`src/verilog/cgpc_defs.vh`:
```
// constants for the core group power coordinator
`ifndef CGPC_DEFS_VH
`define CGPC_DEFS_VH
// register byte addresses
`define CGPC_A_STATUS    12'h000
`define CGPC_A_MASK      12'h004
`define CGPC_A_WAKEUP    12'h008
`define CGPC_A_REPORT    12'h00c
`define CGPC_A_PSTATE    12'h010
`define CGPC_A_DROOP     12'h014
`define CGPC_A_TEMP      12'h018
`define CGPC_A_CAL       12'h01c
`define CGPC_A_CORES     12'h020
`define CGPC_A_QBASE     12'h100
`define CGPC_A_QTOP      12'h1fc
// status bit positions
`define CGPC_ST_MSG_LO   0
`define CGPC_ST_DRP_HI   4
`define CGPC_ST_DRP_LO   5
`define CGPC_ST_PCHG     6
`define CGPC_ST_W        7
// droop config fields
`define CGPC_DRP_TGT_HI  3
`define CGPC_DRP_EN_HI   4
`define CGPC_DRP_EN_LO   5
`define CGPC_DRP_W       6
`define CGPC_DRP_ABOVE   4'h1
`define CGPC_DRP_BELOW   4'h3
// calibration fields: gain in [7:0], offset in [15:8]
`define CGPC_CAL_W       16
`define CGPC_CAL_RST     16'h0040
`define CGPC_CAL_SHIFT   6
// idle levels at which each saving becomes allowed
`define CGPC_LVL_CLKOFF  4'h2
`define CGPC_LVL_L2GATE  4'h4
`define CGPC_LVL_PWROFF  4'h5
`define CGPC_LVL_L3GATE  4'h8
// pstate: zero is the fastest point
`define CGPC_PS_MAX      8'h00
`define CGPC_PS_SLOWEST  8'hff
// fast exit from power-off
`define CGPC_EXIT_US     250
`define CGPC_CLK_MHZ     40
`define CGPC_EXIT_CYC    (`CGPC_EXIT_US * `CGPC_CLK_MHZ)
`define CGPC_CNT_W       16
`endif

```
`src/verilog/cgpc_top.v`:
```
// core group power coordinator: pstate arbitration, gating, apb registers
`timescale 1ns/1ps
`include "cgpc_defs.vh"

// Overview of operation
// group pstate follows the fastest request of the four cores.
// one frequency and voltage output drives every clocked core together.
// per-core voltage control allowed only while that core is clocked off.
// L3 stays active until all four cores are deep enough at once.
// an L2 gates only when both cores of its pair allow it.
// idle levels are numbered; higher means deeper saving, slower exit.
// each core is clocked and powered off on its own.
// five units each have four wakeup bits, one per firmware requester.
// four message queues of 64 bytes each in controller memory.
// hypervisor sends pstate requests by writing the request register.
// engine firmware writes the status report register read by hypervisor.
// temperature converted to degrees at read time with loaded calibration.
// temperature reads refused to the core management engine.
// no automatic hardware action on over-temperature.
// droop monitor flags one level above or three below target.
// power-off exit completes within about 250 microseconds.
// pstate is 8-bit unsigned, zero fastest, each step slower.
// clocked-off cores are left out; reset selects the fastest pstate.
module cgpc_top #(
    parameter EXIT_CYC = `CGPC_EXIT_CYC
) (
    // clock and reset
    input  wire        pclk,
    input  wire        presetn,
    // apb slave
    input  wire        psel,
    input  wire        penable,
    input  wire        pwrite,
    input  wire [11:0] paddr,
    input  wire [31:0] pwdata,
    input  wire        cme_access,
    output wire        pready,
    output reg  [31:0] prdata,
    output reg         pslverr,
    // cores
    input  wire [3:0]  pcr_wr,
    input  wire [31:0] pcr_pstate,
    input  wire [15:0] core_stop_lvl,
    output reg  [7:0]  group_pstate,
    output reg  [3:0]  core_clk_off,
    output reg  [3:0]  core_pwr_off,
    output reg  [3:0]  core_vctl_sep,
    output reg  [3:0]  core_waking,
    output reg  [1:0]  l2_gate,
    output reg         l3_active,
    output reg  [31:0] status_report,
    output reg  [4:0]  special_wakeup,
    // sensors
    input  wire [9:0]  temp_raw,
    input  wire [3:0]  grid_level,
    output reg         droop_hi,
    output reg         droop_lo,
    // interrupt
    output wire        irq
);
    localparam [`CGPC_CNT_W-1:0] EXIT_CNT = EXIT_CYC;

    reg [`CGPC_ST_W-1:0]  status_r;
    reg [`CGPC_ST_W-1:0]  status_nxt;
    reg [`CGPC_ST_W-1:0]  mask_r;
    reg [19:0]            wakeup_r;
    reg [`CGPC_DRP_W-1:0] droop_cfg_r;
    reg [`CGPC_CAL_W-1:0] cal_r;
    reg [7:0]             req_r [0:3];
    reg [31:0]            queue_r [0:63];
    reg [`CGPC_CNT_W-1:0] exit_cnt_r [0:3];
    reg [7:0]             ps_nxt;
    reg [3:0]             clk_off_nxt;
    reg [3:0]             lvl;
    reg                   any_on;
    reg [31:0]            rd_nxt;
    reg                   err_nxt;
    reg [3:0]             set_ev;
    integer               i;
    integer               c;

    wire       setup   = psel & ~penable;
    wire       wr_take = psel & penable & pwrite;
    wire       in_q    = (paddr >= `CGPC_A_QBASE) && (paddr <= `CGPC_A_QTOP);
    wire [5:0] q_idx   = paddr[7:2];
    wire [3:0] tgt     = droop_cfg_r[`CGPC_DRP_TGT_HI:0];

    // effective level of a core: any wakeup bit of it pulls it to zero
    function [3:0] eff_lvl;
        input [15:0] lv;
        input [19:0] wk;
        input [1:0]  c;
        begin
            if (wk[c*4 +: 4] != 4'h0)
                eff_lvl = 4'h0;
            else
                eff_lvl = lv[c*4 +: 4];
        end
    endfunction

    // scale then offset; done on each read so a new calibration acts at once
    function [31:0] to_celsius;
        input [9:0]             raw;
        input [`CGPC_CAL_W-1:0] cal;
        reg   [17:0]            prod;
        begin
            prod = raw * cal[7:0];
            to_celsius = {24'h000000, prod[`CGPC_CAL_SHIFT +: 8] + cal[15:8]};
        end
    endfunction

    assign pready = 1'b1;
    assign irq    = |(status_r & mask_r);

    // arbitration among clocked cores; fastest is the lowest value
    always @*
    begin
        ps_nxt      = `CGPC_PS_SLOWEST;
        any_on      = 1'b0;
        clk_off_nxt = 4'h0;
        lvl         = 4'h0;
        // own loop index: the clocked processes keep theirs
        for (c = 0; c < 4; c = c + 1)
        begin
            lvl = eff_lvl(core_stop_lvl, wakeup_r, c[1:0]);
            clk_off_nxt[c] = (lvl >= `CGPC_LVL_CLKOFF);
            if (!clk_off_nxt[c])
            begin
                any_on = 1'b1;
                if (req_r[c] < ps_nxt)
                    ps_nxt = req_r[c];
            end
        end
        if (!any_on)
            ps_nxt = group_pstate;
    end

    // read mux, sampled in the setup phase so prdata is a flop at access
    always @*
    begin
        rd_nxt  = 32'h00000000;
        err_nxt = 1'b0;
        if (in_q)
            rd_nxt = queue_r[q_idx];
        else
        begin
            case (paddr)
            `CGPC_A_STATUS: rd_nxt = {25'h0000000, status_r};
            `CGPC_A_MASK:   rd_nxt = {25'h0000000, mask_r};
            `CGPC_A_WAKEUP: rd_nxt = {12'h000, wakeup_r};
            `CGPC_A_REPORT: rd_nxt = status_report;
            `CGPC_A_PSTATE: rd_nxt = {24'h000000, group_pstate};
            `CGPC_A_DROOP:  rd_nxt = {26'h0000000, droop_cfg_r};
            `CGPC_A_CAL:    rd_nxt = {16'h0000, cal_r};
            `CGPC_A_CORES:  rd_nxt = {16'h0000, core_stop_lvl};
            `CGPC_A_TEMP:
            begin
                if (cme_access)
                    err_nxt = 1'b1;
                else
                    rd_nxt = to_celsius(temp_raw, cal_r);
            end
            default:        err_nxt = 1'b1;
            endcase
        end
    end

    // sticky events; a new event wins over a clear in the same cycle
    always @*
    begin
        set_ev = 4'h0;
        if (wr_take && in_q)
            set_ev[q_idx[5:4]] = 1'b1;
        status_nxt = status_r;
        if (wr_take && paddr == `CGPC_A_STATUS)
            status_nxt = status_r & ~pwdata[`CGPC_ST_W-1:0];
        status_nxt[`CGPC_ST_MSG_LO +: 4] =
            status_nxt[`CGPC_ST_MSG_LO +: 4] | set_ev;
        if (droop_hi)
            status_nxt[`CGPC_ST_DRP_HI] = 1'b1;
        if (droop_lo)
            status_nxt[`CGPC_ST_DRP_LO] = 1'b1;
        if (ps_nxt != group_pstate)
            status_nxt[`CGPC_ST_PCHG] = 1'b1;
    end

    // apb registers and queue memory
    always @(posedge pclk or negedge presetn)
    begin
        if (!presetn)
        begin
            prdata        <= 32'h00000000;
            pslverr       <= 1'b0;
            status_r      <= {`CGPC_ST_W{1'b0}};
            mask_r        <= {`CGPC_ST_W{1'b0}};
            wakeup_r      <= 20'h00000;
            droop_cfg_r   <= {`CGPC_DRP_W{1'b0}};
            cal_r         <= `CGPC_CAL_RST;
            status_report <= 32'h00000000;
            for (i = 0; i < 64; i = i + 1)
                queue_r[i] <= 32'h00000000;
        end
        else
        begin
            status_r <= status_nxt;
            if (setup)
            begin
                prdata  <= pwrite ? 32'h00000000 : rd_nxt;
                pslverr <= err_nxt;
            end
            if (wr_take)
            begin
                if (in_q)
                    queue_r[q_idx] <= pwdata;
                else
                begin
                    case (paddr)
                    `CGPC_A_MASK:   mask_r <= pwdata[`CGPC_ST_W-1:0];
                    `CGPC_A_WAKEUP: wakeup_r <= pwdata[19:0];
                    `CGPC_A_REPORT: status_report <= pwdata;
                    `CGPC_A_DROOP:
                        droop_cfg_r <= pwdata[`CGPC_DRP_W-1:0];
                    `CGPC_A_CAL:    cal_r <= pwdata[`CGPC_CAL_W-1:0];
                    default:        mask_r <= mask_r;
                    endcase
                end
            end
        end
    end

    // per-core request capture; reset means fastest
    always @(posedge pclk or negedge presetn)
    begin
        if (!presetn)
        begin
            for (i = 0; i < 4; i = i + 1)
                req_r[i] <= `CGPC_PS_MAX;
        end
        else
        begin
            for (i = 0; i < 4; i = i + 1)
                if (pcr_wr[i])
                    req_r[i] <= pcr_pstate[i*8 +: 8];
        end
    end

    // gating, group operating point and exit timers
    always @(posedge pclk or negedge presetn)
    begin
        if (!presetn)
        begin
            group_pstate   <= `CGPC_PS_MAX;
            core_clk_off   <= 4'h0;
            core_pwr_off   <= 4'h0;
            core_vctl_sep  <= 4'h0;
            core_waking    <= 4'h0;
            l2_gate        <= 2'b00;
            l3_active      <= 1'b1;
            special_wakeup <= 5'b00000;
            for (i = 0; i < 4; i = i + 1)
                exit_cnt_r[i] <= {`CGPC_CNT_W{1'b0}};
        end
        else
        begin
            group_pstate  <= ps_nxt;
            core_clk_off  <= clk_off_nxt;
            core_vctl_sep <= clk_off_nxt;
            for (i = 0; i < 4; i = i + 1)
            begin
                special_wakeup[i] <= |wakeup_r[i*4 +: 4];
                if (eff_lvl(core_stop_lvl, wakeup_r, i[1:0])
                        >= `CGPC_LVL_PWROFF)
                begin
                    core_pwr_off[i]  <= 1'b1;
                    core_waking[i]   <= 1'b0;
                    exit_cnt_r[i]    <= {`CGPC_CNT_W{1'b0}};
                end
                else if (core_pwr_off[i])
                begin
                    // power returns here; clocks return in the same cycle only if the level is also below CGPC_LVL_CLKOFF; waking stays high for the timer
                    core_pwr_off[i]  <= 1'b0;
                    core_waking[i]   <= 1'b1;
                    exit_cnt_r[i]    <= EXIT_CNT;
                end
                else if (exit_cnt_r[i] > {`CGPC_CNT_W{1'b0}})
                    exit_cnt_r[i] <= exit_cnt_r[i] -
                                     {{(`CGPC_CNT_W-1){1'b0}}, 1'b1};
                else
                    core_waking[i] <= 1'b0;
            end
            special_wakeup[4] <= |wakeup_r[19:16];
            // cache wakeup bits keep both caches ungated
            l2_gate[0] <= ~special_wakeup[4] &&
                (eff_lvl(core_stop_lvl, wakeup_r, 2'd0) >= `CGPC_LVL_L2GATE)
             && (eff_lvl(core_stop_lvl, wakeup_r, 2'd1) >= `CGPC_LVL_L2GATE);
            l2_gate[1] <= ~special_wakeup[4] &&
                (eff_lvl(core_stop_lvl, wakeup_r, 2'd2) >= `CGPC_LVL_L2GATE)
             && (eff_lvl(core_stop_lvl, wakeup_r, 2'd3) >= `CGPC_LVL_L2GATE);
            l3_active <= special_wakeup[4] ||
                (eff_lvl(core_stop_lvl, wakeup_r, 2'd0) < `CGPC_LVL_L3GATE)
             || (eff_lvl(core_stop_lvl, wakeup_r, 2'd1) < `CGPC_LVL_L3GATE)
             || (eff_lvl(core_stop_lvl, wakeup_r, 2'd2) < `CGPC_LVL_L3GATE)
             || (eff_lvl(core_stop_lvl, wakeup_r, 2'd3) < `CGPC_LVL_L3GATE);
        end
    end

    // droop flags; indication only, like temperature no hardware reaction
    always @(posedge pclk or negedge presetn)
    begin
        if (!presetn)
        begin
            droop_hi <= 1'b0;
            droop_lo <= 1'b0;
        end
        else
        begin
            // no thermal trip path exists in this block
            droop_hi <= droop_cfg_r[`CGPC_DRP_EN_HI] &&
                (grid_level >= tgt + `CGPC_DRP_ABOVE) &&
                (tgt != 4'hf);
            droop_lo <= droop_cfg_r[`CGPC_DRP_EN_LO] &&
                (tgt >= `CGPC_DRP_BELOW) &&
                (grid_level <= tgt - `CGPC_DRP_BELOW);
        end
    end
endmodule

```
`config.mk`:
```
export PLATFORM = sky130hd
export DESIGN_NAME = cgpc_top
export DESIGN_NICKNAME = d
export VERILOG_FILES = /design/src/verilog/cgpc_top.v
export VERILOG_INCLUDE_DIRS = /design/src /design/src/verilog
export SDC_FILE = /design/constraint.sdc
export NUM_CORES = 2
export LEC_CHECK = 0
export BUFFER_PORTS_ARGS = -buffer_cell sky130_fd_sc_hd__buf_2
export CAP_MARGIN = 40
export CORE_ASPECT_RATIO = 1.5
export CORE_MARGIN = 3
export CORE_UTILIZATION = 40
export CTS_CLUSTER_DIAMETER = 150
export DETAILED_ROUTE_END_ITERATION = 8
export GPL_TIMING_DRIVEN = 1
export PLACE_DENSITY = 0.52
export SYNTH_ARGS = -nofsm -noshare
export SYNTH_HDL_FRONTEND = slang
export SYNTH_SLANG_ARGS = --single-unit
```
`constraint.sdc`:
```
create_clock -name pclk -period 9.8 [get_ports pclk]
set_clock_uncertainty 0.15 [all_clocks]
set_input_delay 1.96 -clock pclk [delete_from_list [all_inputs] [get_ports pclk]]
set_output_delay 1.96 -clock pclk [all_outputs]
set_load 0.02 [all_outputs]
```
==> results.toml <==
[sta]
tightest_slew_ns = 1.18
setup_violations = 0
max_slew_margin = 0.212
grt_setup_unrepaired = "no"
hold_viol = 0
maxSlewViolCount = 0
layout_min_cycle_time_ns = 8.69
fin_tns_setup_ns = 0
max_freq_mhz = 115
min_period_over_period = 0.887

[floorplan]
num_rows = 231
die_area_sq_mm = 0.273
die_y_microns = 638
io_pins = 217
coreArea_sq_mm = 0.264
die_w_microns = 428
initial_core_util = 0.403

[worst_setup_path]
worstReg2RegEnd = "status_r[6]"
crit_fanout = 16
crit_top_cell = "nor2_1"
cp-end-kind = "flip-flop"
cp.required_ns = 10.42
cpPeakStageDelay_ns = 0.50
worstSetupStartpointType = "input port"
critical_path_class = "in2reg"
reg2reg_slack_ns = 1.78
reg2reg_depth = 31
critPathSlowestCell = "mux2i_1"
r2r_start = "wakeup_r[3]"
arrival_ns = 9.31

[logic_synthesis]
synth_cells = 7137
avgSynthCellArea_sq_um = 14.9
yosys_warnings = 0
yosys.area.top_type = "dfrtp_1"
synth-seq-cells = 2295
synth_top_area_share = 0.538
synthFlopType = "dfrtp_1"
synth_nets = 7353
synth.distinct_cells = 84
synth-seq-area-share = 0.539
ys_top_cells_by_count = "2293 x dfrtp_1, 2158 x mux2_2, 583 x mux4_2, 459 x clkbuf_1, 261 x nand2_1"
synth-async-reset-ratio = 1.00
synth_area_leaders = "dfrtp_1 54%, mux2_2 23%, mux4_2 12%"
synth_area_sq_mm = 0.107
synth_edf_count = 0
yosysMostFrequentCell = "dfrtp_1"

[pwr]
pwr-share-seq = 0.483
power_mw = 19.9
combPwrFrac = 0.060
leakagePower_nw = 58.0
p_clk_frac = 0.457
p_int_mw = 15.2
p_sw_mw = 4.79
cellPowerDensity_mw_per_mm2 = 165
irDropWorstVdd_mv = 0.131
swShare = 0.240

[clock_network]
clk_pin_slew_ns = 0.06
insertion_delay_ns = 0.90
htree_levels = 4
cts_made_buffers = 234
cts_tree = "done"
ctsResizeCount = 0
numClockSinks = 2295
root_buffer = "clkbuf_16"
cts.hold.buffers_added = 0
cts_setup_buffers = 0
cts_buffer_depth = 4

[routing]
antenna_left = 0
wl_per_cell_microns = 32.5
drcViolationCount = 0
drt_iter0_markers = 5151
vias = 64100
vias_per_cell = 5.90
routed_wl_mm = 353
firstDrtPassIters = 5

[grt]
grt_pass1_vias = 68000
grtUsageTotal = 0.258
antenna_found_initial = 28
grt_first_pass_wirelength_mm = 508
grt_max_degree = 176
grt_overflow_total = 0

[finish]
finalNetCount = 7407
n_fill_cell = 23300
multiInputGateArea_sq_mm = 0.0468
area_growth_pct = 13.1
drive_gt1_frac = 0.498
area.sequential_sq_mm = 0.0574

[job]
max_cap_viol_count = 0

[worst_hold_path]
min_delay_worst_endpoint = "prdata[20]"
min_from = "prdata[20]"
min_path_type = "reg2reg"
min_path_cells = 2

[placement]
portBuffers = 215
gp_congestion = 0.848
dpl.hpwl_mm = 219

[outcome]
status = "finished, final reports clean"
## logic make-up (layout without fill, tap and decap cells)
group	count (synthesis)	after routing	synth area share
multiplexers	2820	2820	0.358
AND/OR/NAND/NOR	737	737	0.0313
adder cells (fa/ha/maj)	101	101	0.0149
AO/OA/AOI/OAI	371	371	0.0239
buffers and inverters	743	973	0.0272
flip-flops	2295	2295	0.539
other	1	7	0.0000352
XOR/XNOR	69	69	0.00567
## cells in the final DEF (no fill, tap or decap), types with 40 or more instances in the layout
master	netlist	final
buf_2	74	215
nand2_1	261	242
mux4_2	583	583
inv_1	95	95
nand3_1	41	40
o21ai_0	75	75
buf_12	0	44
and2_1	44	43
clkbuf_8	0	68
nor2_1	220	172
dfrtp_1	2293	2293
fa_1	43	43
nor2_4	0	48
mux2_2	2158	2158
clkbuf_16	0	239
buf_4	5	176
mux2i_1	79	79
clkbuf_1	459	58
nor3_1	57	54
a21oi_1	88	88
ha_1	57	57
xnor2_1	43	43
## final cells by class
type | instances | area share
Antenna cell | 6 | 0.000125
Clock buffer | 364 | 0.0590
Clock inverter | 48 | 0.00451
Inverter | 98 | 0.00309
Multi-Input combinational cell | 4099 | 0.388
Sequential cell | 2295 | 0.476
Tap cell | 3495 | 0.0363
Timing Repair Buffer | 463 | 0.0325
## critical path, delay by kind of cell
kind                       cells  cell delay [ns]
AOI/OAI and AO/OA             15             3.73
xor gates and xnor gates       1             0.10
adders and majority gates      3             0.80
buffers and inverters          3             0.36
muxes                          1             0.50
and+or+nand+nor                9             1.84
## worst max-delay path by stage
stage / startpoint / end / slack (ns) / cells past startpoint
6_report: core_stop_lvl[1] / status_r[6] / 1.11 / 32
5_1_grt: core_stop_lvl[1] / status_r[6] / 0.59 / 32
4_1_cts: core_stop_lvl[1] / status_r[6] / 1.17 / 32
3_5_place_dp: core_stop_lvl[1] / status_r[6] / 0.22 / 32
3_3_place_gp: core_stop_lvl[1] / status_r[6] / 0.11 / 32
2_1_floorplan: core_stop_lvl[1] / status_r[6] / 1.11 / 32
## registers in the layout (all words and copies together), names as in the netlist, 4 cells and up
signal,cells
cal_r,16
core_pwr_off,4
core_vctl_sep,4
core_waking,4
droop_cfg_r,6
exit_cnt_r,64
group_pstate,8
mask_r,7
prdata,32
queue_r,2048
req_r,32
special_wakeup,5
status_r,7
status_report,32
wakeup_r,20
## power groups by stage
stage	Sequential [mW]	Combinational, mW	Clock (mW)
finish	9.63	1.20	9.11
global route	9.63	1.31	9.69
CTS	9.63	1.22	9.34
detailed placement	9.81	1.22	0
global placement	9.80	1.19	0
floorplan	9.79	0.617	0
## metrics by stage
stage | hold slack, ns | cells | utilization | instance area [sq um] | setup slack (ns)
floorplan | 0.302 | 7137 | - | 107000 | 1.11
global placement | 0.317 | 10400 | 0.422 | 112000 | 0.111
detailed placement | 0.321 | 10400 | 0.427 | 113000 | 0.216
CTS | 0.336 | 10900 | 0.456 | 121000 | 1.17
global route | 0.354 | 10900 | 0.456 | 121000 | 0.594
finish | 0.334 | 10900 | 0.456 | 121000 | 1.11
## metal layers
layer,global-route usage,part of all wire,vias to the layer above
met5,0,0.000034,-
met4,0.0885,0.039,2
met3,0.0402,0.053,580
met2,0.441,0.50,1841
met1,0.335,0.41,35500
li1,-,-,26300
No activity file was read; power rests on OpenSTA's default activity.
